$ cat config.mk
export PLATFORM = sky130hd
export DESIGN_NAME = mcd_decode
export DESIGN_NICKNAME = d
export VERILOG_FILES = /design/src/rtl/mcd_pkg.sv /design/src/rtl/mcd_decode.sv /design/src/rtl/mcd_prescale_reg.sv
export SDC_FILE = /design/constraint.sdc
export NUM_CORES = 1
export LEC_CHECK = 0
export ABC_AREA = 1
export BUFFER_PORTS_ARGS = -buffer_cell sky130_fd_sc_hd__buf_2
export CELL_PAD_IN_SITES_DETAIL_PLACEMENT = 1
export CELL_PAD_IN_SITES_GLOBAL_PLACEMENT = 2
export CORE_MARGIN = 1.5
export CORE_UTILIZATION = 21
export DETAILED_ROUTE_END_ITERATION = 16
export GPL_ROUTABILITY_DRIVEN = 0
export GPL_TIMING_DRIVEN = 0
export PLACE_DENSITY = 0.87
export SYNTH_ARGS = -nofsm -noshare
export SYNTH_HDL_FRONTEND = slang
export SYNTH_SLANG_ARGS = --single-unit
$ cat constraint.sdc
create_clock -name clock -period 1.2 [get_ports clock]
set_input_delay 0.06 -clock clock [delete_from_list [all_inputs] [get_ports clock]]
set_output_delay 0.06 -clock clock [all_outputs]
set_load 0.01 [all_outputs]
$ cat src/rtl/mcd_pkg.sv
package mcd_pkg;
    localparam int OP_W = 14;
    localparam int DATA_W = 8;
    localparam int PC_W = 13;
    localparam int DM_ADDR_W = 7;

    // Idle operation: bits 6:5 are don't-care
    localparam logic [OP_W-1:0] IDLE_MASK = 14'h3F9F;
    localparam logic [OP_W-1:0] IDLE_CODE = 14'h0000;
    localparam logic [OP_W-1:0] RETI_CODE = 14'h0009;
    localparam logic [OP_W-1:0] OPTLD_CODE = 14'h0062;

    localparam logic [DM_ADDR_W-1:0] PRESCALE_DM_ADDR = 7'h01;
    localparam logic [DATA_W-1:0] PRESCALE_RESET = 8'hFF;

    localparam int GLOB_INT_EN_BIT = 7;
    localparam logic [DATA_W-1:0] GLOB_INT_EN_SET_MASK = 8'h80;
    localparam logic [DATA_W-1:0] NO_SET_MASK = 8'h00;

    typedef enum logic [1:0] {
        ST_READY = 2'b00,
        ST_FLUSH = 2'b01
    } mcd_state_t;

    // Requests to program counter and return stack, and the idle acknowledge
    typedef struct packed {
        logic stack_pop;
        logic pc_load;
        logic idle_ack;
    } mcd_flow_t;

    function automatic logic is_idle_op(input logic [OP_W-1:0] op);
        return (op & IDLE_MASK) == IDLE_CODE;
    endfunction : is_idle_op

    function automatic logic is_interrupt_return_op(input logic [OP_W-1:0] op);
        return op == RETI_CODE;
    endfunction : is_interrupt_return_op

    function automatic logic is_prescale_load_op(input logic [OP_W-1:0] op);
        return op == OPTLD_CODE;
    endfunction : is_prescale_load_op
endpackage : mcd_pkg

$ cat src/rtl/mcd_decode.sv
`timescale 1ns/100ps
module mcd_decode (
    input wire logic clock,
    input wire logic rst,
    input wire logic instr_valid,
    input wire logic [mcd_pkg::OP_W-1:0] instr_word,
    input wire logic [mcd_pkg::DATA_W-1:0] accumulator,
    input wire logic [mcd_pkg::PC_W-1:0] stack_head,
    input wire logic [mcd_pkg::DM_ADDR_W-1:0] dm_addr,
    input wire logic dm_we,
    input wire logic dm_re,
    input wire logic [mcd_pkg::DATA_W-1:0] dm_wdata,
    output logic instr_ready,
    output mcd_pkg::mcd_flow_t flow,
    output logic [mcd_pkg::PC_W-1:0] pc_value,
    output logic [mcd_pkg::DATA_W-1:0] int_ctrl_set_mask,
    output logic status_write,
    output logic [mcd_pkg::DATA_W-1:0] prescale_cfg,
    output logic [mcd_pkg::DATA_W-1:0] dm_rdata
);
    import mcd_pkg::*;

    mcd_state_t state_r, state_nxt;
    logic ready_r, ready_nxt;
    mcd_flow_t flow_r, flow_nxt;
    logic [PC_W-1:0] pc_r, pc_nxt;
    logic [DATA_W-1:0] set_r, set_nxt;
    logic status_r, status_nxt;
    logic take;
    logic idle_take;
    logic ret_take;
    logic opt_take;

    assign take = instr_valid && ready_r;
    assign idle_take = take && is_idle_op(instr_word);
    assign ret_take = take && is_interrupt_return_op(instr_word);
    assign opt_take = take && is_prescale_load_op(instr_word);

    // Sequencer and outputs toward PC, stack and interrupt control
    always_comb begin
        state_nxt = state_r;
        ready_nxt = ready_r;
        flow_nxt = '0;
        pc_nxt = pc_r;
        set_nxt = NO_SET_MASK;
        // None of these instructions touch the status flags
        status_nxt = 1'b0;
        case (state_r)
            ST_READY: begin
                ready_nxt = 1'b1;
                if (ret_take) begin
                    flow_nxt.stack_pop = 1'b1;
                    flow_nxt.pc_load = 1'b1;
                    pc_nxt = stack_head;
                    set_nxt = GLOB_INT_EN_SET_MASK;
                    // Second cycle flushes the fetch, no new instruction taken
                    state_nxt = ST_FLUSH;
                    ready_nxt = 1'b0;
                end else if (idle_take) begin
                    flow_nxt.idle_ack = 1'b1;
                end
            end
            ST_FLUSH: begin
                state_nxt = ST_READY;
                ready_nxt = 1'b1;
            end
            default: begin
                state_nxt = ST_READY;
                ready_nxt = 1'b1;
            end
        endcase
    end

    always_ff @(posedge clock or posedge rst) begin
        if (rst) begin
            state_r <= ST_READY;
            ready_r <= 1'b1;
            flow_r <= '0;
            pc_r <= '0;
            set_r <= NO_SET_MASK;
            status_r <= 1'b0;
        end else begin
            state_r <= state_nxt;
            ready_r <= ready_nxt;
            flow_r <= flow_nxt;
            pc_r <= pc_nxt;
            set_r <= set_nxt;
            status_r <= status_nxt;
        end
    end

    // Legacy load kept for compatibility; data-memory path is the preferred one
    mcd_prescale_reg #(
        .REG_ADDR(PRESCALE_DM_ADDR),
        .RESET_VAL(PRESCALE_RESET)
    ) u_prescale (
        .clock(clock),
        .rst(rst),
        .load_en(opt_take),
        .load_val(accumulator),
        .dm_addr(dm_addr),
        .dm_we(dm_we),
        .dm_re(dm_re),
        .dm_wdata(dm_wdata),
        .cfg(prescale_cfg),
        .dm_rdata(dm_rdata)
    );

    assign instr_ready = ready_r;
    assign flow = flow_r;
    assign pc_value = pc_r;
    assign int_ctrl_set_mask = set_r;
    assign status_write = status_r;

    logic dm_hit;
    logic cfg_wr_hit;
    logic cfg_rd_hit;
    assign dm_hit = (dm_addr == PRESCALE_DM_ADDR);
    assign cfg_wr_hit = dm_we && dm_hit;
    assign cfg_rd_hit = dm_re && dm_hit;
endmodule : mcd_decode

$ cat src/rtl/mcd_prescale_reg.sv
`timescale 1ns/100ps
module mcd_prescale_reg #(
    parameter logic [mcd_pkg::DM_ADDR_W-1:0] REG_ADDR = mcd_pkg::PRESCALE_DM_ADDR,
    parameter logic [mcd_pkg::DATA_W-1:0] RESET_VAL = mcd_pkg::PRESCALE_RESET
) (
    input wire logic clock,
    input wire logic rst,
    input wire logic load_en,
    input wire logic [mcd_pkg::DATA_W-1:0] load_val,
    input wire logic [mcd_pkg::DM_ADDR_W-1:0] dm_addr,
    input wire logic dm_we,
    input wire logic dm_re,
    input wire logic [mcd_pkg::DATA_W-1:0] dm_wdata,
    output logic [mcd_pkg::DATA_W-1:0] cfg,
    output logic [mcd_pkg::DATA_W-1:0] dm_rdata
);
    import mcd_pkg::*;

    logic [DATA_W-1:0] cfg_r, cfg_nxt;
    logic [DATA_W-1:0] rdata_r, rdata_nxt;
    logic hit;

    always_comb begin
        hit = (dm_addr == REG_ADDR);
        cfg_nxt = cfg_r;
        rdata_nxt = rdata_r;
        // Instruction load wins over a same-cycle data-memory write
        if (load_en) begin
            cfg_nxt = load_val;
        end else if (dm_we && hit) begin
            cfg_nxt = dm_wdata;
        end
        if (dm_re && hit) begin
            rdata_nxt = cfg_r;
        end
    end

    always_ff @(posedge clock or posedge rst) begin
        if (rst) begin
            cfg_r <= RESET_VAL;
            rdata_r <= '0;
        end else begin
            cfg_r <= cfg_nxt;
            rdata_r <= rdata_nxt;
        end
    end

    assign cfg = cfg_r;
    assign dm_rdata = rdata_r;
endmodule : mcd_prescale_reg

==> results.py, run 1 <==
metrics = {
    "critical_path": {
        "cp_top_family": "flip-flops",
        "rr_endpoint": "pc_value[0]$_DFFE_PP0P_",
        "crit_type": "reg2reg",
        "path_cells": "nand2_2 -> inv_2 -> nand2_2 -> nor2_8 -> nand3_4 -> buf_6 -> nand2_1 -> nand2_1",
        "cp.arrival_ns": 1.54,
        "r2r_slack_ns": -0.17,
        "endpoint_kind": "flip-flop",
        "path_depth": 8,
        "endpoint": "pc_value[0]$_DFFE_PP0P_",
        "slowest_delay_ns": 0.53,
        "crit_start": "instr_ready$_DFF_PP1_",
        "cp_max_fo": 10,
        "reg2reg_depth": 8,
        "cp_num_buf_inv": 2,
        "cpMaxStageDelayCell": "dfstp_2",
        "start_kind": "flip-flop",
        "r2r_start": "instr_ready$_DFF_PP1_",
        "crit_required_ns": 1.37,
    },
    "drt": {
        "wl_per_cell_um": 12.9,
        "drc": 0,
        "via_count": 1765,
        "drtIter0Drc": 25,
        "postRouteAntennaNets": 0,
        "vias_per_cell": 4.24,
        "routed_wirelength_mm": 5.35,
        "drtPass1Iterations": 4,
    },
    "pwr": {
        "power.total_mw": 2.31,
        "power.density_nw_per_um2": 904,
        "leakagePower_nw": 1.51,
        "ir_worst_vdd_mv": 0.333,
    },
    "floorplanning": {
        "rows": 32,
        "dieWidth_um": 93.6,
        "start_util_pct": 22.0,
        "io_pins": 97,
        "dieArea_um2": 8760,
        "die_h_um": 93.6,
        "core_area_um2": 7850,
    },
    "timing": {
        "slew_viol_final": 0,
        "timing.final.crit_period_ns": 1.37,
        "worst_slew_pin_slew_ns": 0.694,
        "grt_setup_unrepaired": "true",
        "whs_ns": 0.0286,
        "setup_ws_ns": -0.166,
        "fin_skew_ns": 0.00422,
        "relSlewSlack_pct": 53.6,
        "period_share_pct": 114,
        "timing.fmax_mhz": 732,
        "setup_viol": 24,
        "timing.final.hold_violations": 0,
    },
    "logic_synthesis": {
        "syn-cell-area_um2": 1720,
        "ys.warnings.count": 0,
        "yosys-top-cells-area": "dfrtp_1, nand2_1, dfstp_2",
        "synthCells": 204,
        "synth_top_area_cell": "dfrtp_1",
        "seq_area_frac_synth_pct": 48.6,
        "synthDistinctLibCells": 23,
        "synth_top_area_share_pct": 34.9,
        "ys_ff_latch": 33,
        "postSynthAreaPerCell_um2": 8.45,
    },
    "grt": {
        "busiest_layer": "met2",
        "grt_use_total_pct": 12.7,
        "grt-ovfl-total": 0,
        "grt_util_met2_pct": 21.1,
        "antenna_found_initial": 0,
        "use_met3_pct": 3.25,
        "first_global_vias": 1807,
        "grt_max_degree": 34,
        "grt_pass1_wl_mm": 8.68,
        "use_met1_pct": 15.5,
    },
    "finish": {
        "diodes": 0,
        "n_fill_cell": 1001,
        "num-nets-final": 368,
        "mostFrequentLayoutCells": "buf_2, nand2_1, dfrtp_1",
        "drive_above_1_share_pct": 49.7,
        "mostFrequentLayoutCell": "buf_2",
        "syn_to_final_growth_pct": 48.0,
    },
    "placement": {
        "io_buffers": 86,
        "dp_hpwl_mm": 4.11,
    },
    "status": {
        "violations": "negative setup slack",
        "run_status": "complete, but fails checks",
    },
    "clock_tree": {
        "clk_transition_reported_paths_ns": 0.07,
        "cts_sinks": 33,
        "h-tree-depth": 2,
        "cts_made_buffers": 5,
        "cts_tree": "done",
        "clockBufferDepth": 2,
        "clock_latency_ns": 0.28,
        "cts-root-buf": "clkbuf_8",
    },
    "min_path": {
        "hold_path_class": "in2reg",
    },
    "flow_run": {
        "drv_cap": 0,
    },
}
-- power by group --
group	switching [mW]	leakage (nW)	internal [mW]
clock	0.388	0.0486	0.454
sequential	0.0258	0.429	1.16
combinational	0.147	1.03	0.133
total	0.561	1.51	1.74
-- cells in the mapped netlist --
library cell and number:
and3_1 1, buf_2 2, nand2_1 73, nand2_4 1
buf_1 1, nor2_2 1, nand3b_4 1, conb_1 1
nor2_1 11, clkbuf_1 2, nand3_4 1, nor2_8 1
buf_4 11, nand3_2 1, buf_6 2, nand4_1 14
inv_1 6, nor2_4 3, dfstp_2 9, nand3_1 26
inv_2 4, dfrtp_1 24, nand3b_1 8
-- tightest hold or removal path: stages --
cell	delay [ns]
buf_2	0.10
nand4_1	0.07
nand2_1	0.05
-- through the flow --
stage          TNS (ns)  setup slack, ns  std cells  instance area, µm²  util (%)
2_1_floorplan     -1.73           -0.134        211                1760         -
3_3_place_gp      -5.59           -0.259        399                2320      29.5
3_5_place_dp      -5.78           -0.262        399                2320      29.5
4_1_cts           -3.01           -0.167        415                2520      32.1
5_1_grt           -4.63           -0.234        416                2550      32.5
6_report          -2.89           -0.166        416                2550      32.5
-- per-layer routing --
metal | vias to the layer above | wire [µm]
li1 | 866 | -
met1 | 828 | 2310
met2 | 61 | 2620
met3 | 10 | 316
met4 | 0 | 100
met5 | - | 0
-- kinds of logic (layout without fill, tap and decap cells) --
kind of cell / after synthesis / after routing / synth area share [%]
buf+inv: 28 / 131 / 9.51
other cells: 1 / 8 / 0.218
flops: 33 / 33 / 48.6
simple gates: 142 / 142 / 41.7
-- sequential cells by signal, indices dropped and copies added, names as in the netlist --
signal               flops
pc_value                13
u_prescale.cfg           8
int_ctrl_set_mask        1
instr_ready              1
state_r                  1
flow                     1
u_prescale.dm_rdata      8
-- repair_timing --
action,CTS,global route
hold buffers,0,1
gates resized for setup,15,6
setup endpoints to repair,24,25
pin swaps,7,0
gates cloned,2,0
setup buffers,6,0
endpoints found under the hold margin,0,24
-- final cells by class --
class | count | area, µm² | share of cell area [%]
plain buffers | 18 | 131 | 5.15
clock buffers | 6 | 82.6 | 3.24
clock inverters | 2 | 8.76 | 0.343
inverters | 10 | 40.0 | 1.57
multi-input cells | 150 | 813 | 31.9
flip-flops and latches | 33 | 837 | 32.8
well taps | 102 | 128 | 5.00
repair buffers | 95 | 509 | 20.0
-- worst min path at each step --
stage,from,end,slack (ns),cells past startpoint
after CTS,stack_head[8],pc_value[8]$_DFFE_PP0P_,0.02,3
after detailed placement,stack_head[8],pc_value[8]$_DFFE_PP0P_,0.33,3
final,stack_head[8],pc_value[8]$_DFFE_PP0P_,0.03,3
after floorplan,rst,flow[0]$_DFF_PP0_,0.18,1
after global routing,stack_head[2],pc_value[2]$_DFFE_PP0P_,0.01,3
after global placement,stack_head[3],pc_value[3]$_DFFE_PP0P_,0.32,3
No activity file was read; power rests on OpenSTA's default activity.
==> run 2: changes to the inputs <==
GPL_ROUTABILITY_DRIVEN = 1   (was 0)
clock period = 1.1 ns   (was 1.2 ns; I/O delays follow)
==> results.py, run 2 (synthesis results as in run 1) <==
metrics = {
    "finish": {
        "stdcell_count": 415,
        "diodes": 0,
        "mostFrequentLayoutCell": "buf_2",
        "n_fill_cell": 990,
        "mostFrequentLayoutCells": "buf_2, nand2_1, nand3_1",
        "drive_above_1_share_pct": 48.9,
        "syn_to_final_growth_pct": 48.9,
        "postLayoutCoreUtil_pct": 32.7,
        "num-nets-final": 368,
        "largest_reg_flops": 13,
    },
    "timing": {
        "grt_setup_unrepaired": "true",
        "relSlewSlack_pct": 53.9,
        "fin_skew_ns": 0.00254,
        "timing.final.hold_violations": 0,
        "setup_viol": 25,
        "setup_ws_ns": -0.233,
        "worst_slew_pin_slew_ns": 0.691,
        "timing.fmax_mhz": 750,
        "setup_tns_ns": -5.00,
        "period_share_pct": 121,
        "slew_viol_final": 0,
        "timing.final.crit_period_ns": 1.33,
        "whs_ns": 0.0351,
    },
    "min_path": {
        "hold_path_class": "in2reg",
        "min_to": "pc_value[8]$_DFFE_PP0P_",
        "hold_path_depth": 3,
        "min_from": "stack_head[8]",
    },
    "placement": {
        "gp_congestion": 0.741,
        "dp_hpwl_mm": 4.09,
        "io_buffers": 86,
        "placed_cells": 399,
    },
    "floorplanning": {
        "core_area_um2": 7850,
        "start_util_pct": 22.0,
        "io_pins": 97,
        "rows": 32,
        "die_h_um": 93.6,
        "dieWidth_um": 93.6,
        "dieArea_um2": 8760,
    },
    "grt": {
        "antenna_found_initial": 0,
        "grt-ovfl-total": 0,
        "first_global_vias": 1736,
        "grt_pass1_wl_mm": 8.27,
        "grt_max_degree": 34,
        "grt_use_total_pct": 12.0,
    },
    "clock_tree": {
        "cts_made_buffers": 5,
        "cts_tree": "done",
        "clk_transition_reported_paths_ns": 0.06,
        "h-tree-depth": 2,
        "cts-root-buf": "clkbuf_8",
        "cts_sinks": 33,
        "clockBufferDepth": 2,
        "clock_latency_ns": 0.27,
    },
    "critical_path": {
        "endpoint_kind": "flip-flop",
        "crit_type": "reg2reg",
        "reg2reg_depth": 9,
        "cp_max_fo": 8,
        "r2r_start": "instr_ready$_DFF_PP1_",
        "r2r_slack_ns": -0.23,
        "rr_endpoint": "u_prescale.cfg[7]$_DFFE_PP1P_",
        "start_kind": "flip-flop",
        "crit_start": "instr_ready$_DFF_PP1_",
        "cp.arrival_ns": 1.55,
        "crit_required_ns": 1.32,
    },
    "drt": {
        "routed_wirelength_mm": 5.14,
        "vias_per_cell": 4.17,
        "drtPass1Iterations": 4,
        "wl_per_cell_um": 12.4,
        "drtIter0Drc": 25,
        "postRouteAntennaNets": 0,
        "drc": 0,
        "via_count": 1731,
    },
    "pwr": {
        "power.density_nw_per_um2": 968,
        "ir_worst_vdd_mv": 0.300,
        "leakagePower_nw": 1.52,
    },
    "status": {
        "violations": "negative setup slack",
        "run_status": "complete, but fails checks",
    },
    "flow_run": {
        "drv_cap": 0,
    },
}
## run 2: worst max-delay path by stage
stage | end | slack (ns) | cells after the start
after global routing | u_prescale.cfg[7]$_DFFE_PP1P_ | -0.30 | 9
after detailed placement | u_prescale.cfg[7]$_DFFE_PP1P_ | -0.35 | 9
after CTS | u_prescale.cfg[7]$_DFFE_PP1P_ | -0.25 | 9
after global placement | u_prescale.cfg[7]$_DFFE_PP1P_ | -0.36 | 9
final | u_prescale.cfg[7]$_DFFE_PP1P_ | -0.23 | 9
after floorplan | u_prescale.cfg[7]$_DFFE_PP1P_ | -0.23 | 9
## run 2: cell type report
| cell class | count | area, µm² | share of cell area, % |
|---|---|---|---|
| tap | 102 | 128 | 4.98 |
| timing repair buffer | 95 | 536 | 20.9 |
| sequential | 33 | 837 | 32.6 |
| inverter | 10 | 42.5 | 1.66 |
| clock buffer | 7 | 86.3 | 3.37 |
| buffer | 18 | 135 | 5.27 |
| multi-input combinational | 150 | 801 | 31.2 |
## run 2: routing by layer
layer | global-route usage, % | up-vias | part of all wire [%]
met5 | 0 | - | 0
met4 | 5.35 | 0 | 1.6
met1 | 15.1 | 807 | 44
met3 | 2.11 | 6 | 5.1
li1 | - | 864 | -
met2 | 20.0 | 54 | 49
## run 2: stage by stage
step | area (µm²) | total power [mW] | setup slack [ns]
after floorplan | 1760 | 1.44 | -0.234
after global placement | 2320 | 1.60 | -0.359
after detailed placement | 2320 | 1.61 | -0.354
after CTS | 2470 | 2.52 | -0.251
after global routing | 2560 | 2.61 | -0.305
final | 2560 | 2.48 | -0.233
## run 2: timing repair
action                                 4_1_cts  5_1_grt
pin swaps                                    5        1
endpoints found under the hold margin        0       24
gates cloned                                 1        0
gates resized for setup                      7       20
hold buffers                                 0        1
setup endpoints to repair                   25       25
buffers inserted                             5        3
## run 2: power by group
group / leakage (nW) / switching (mW) / internal [mW]
clock network: 0.0443 / 0.396 / 0.496
registers: 0.429 / 0.0253 / 1.26
logic: 1.05 / 0.159 / 0.142
total: 1.52 / 0.581 / 1.90
## run 2: critical path, cell delays in order, from the launching register on
cell     delay [ns]
dfstp_2        0.53
nand2_2        0.06
inv_4          0.07
nand3_4        0.08
nor2_4         0.14
nand2_4        0.10
buf_6          0.15
nand2_2        0.04
nand2_1        0.05
nand2_1        0.06
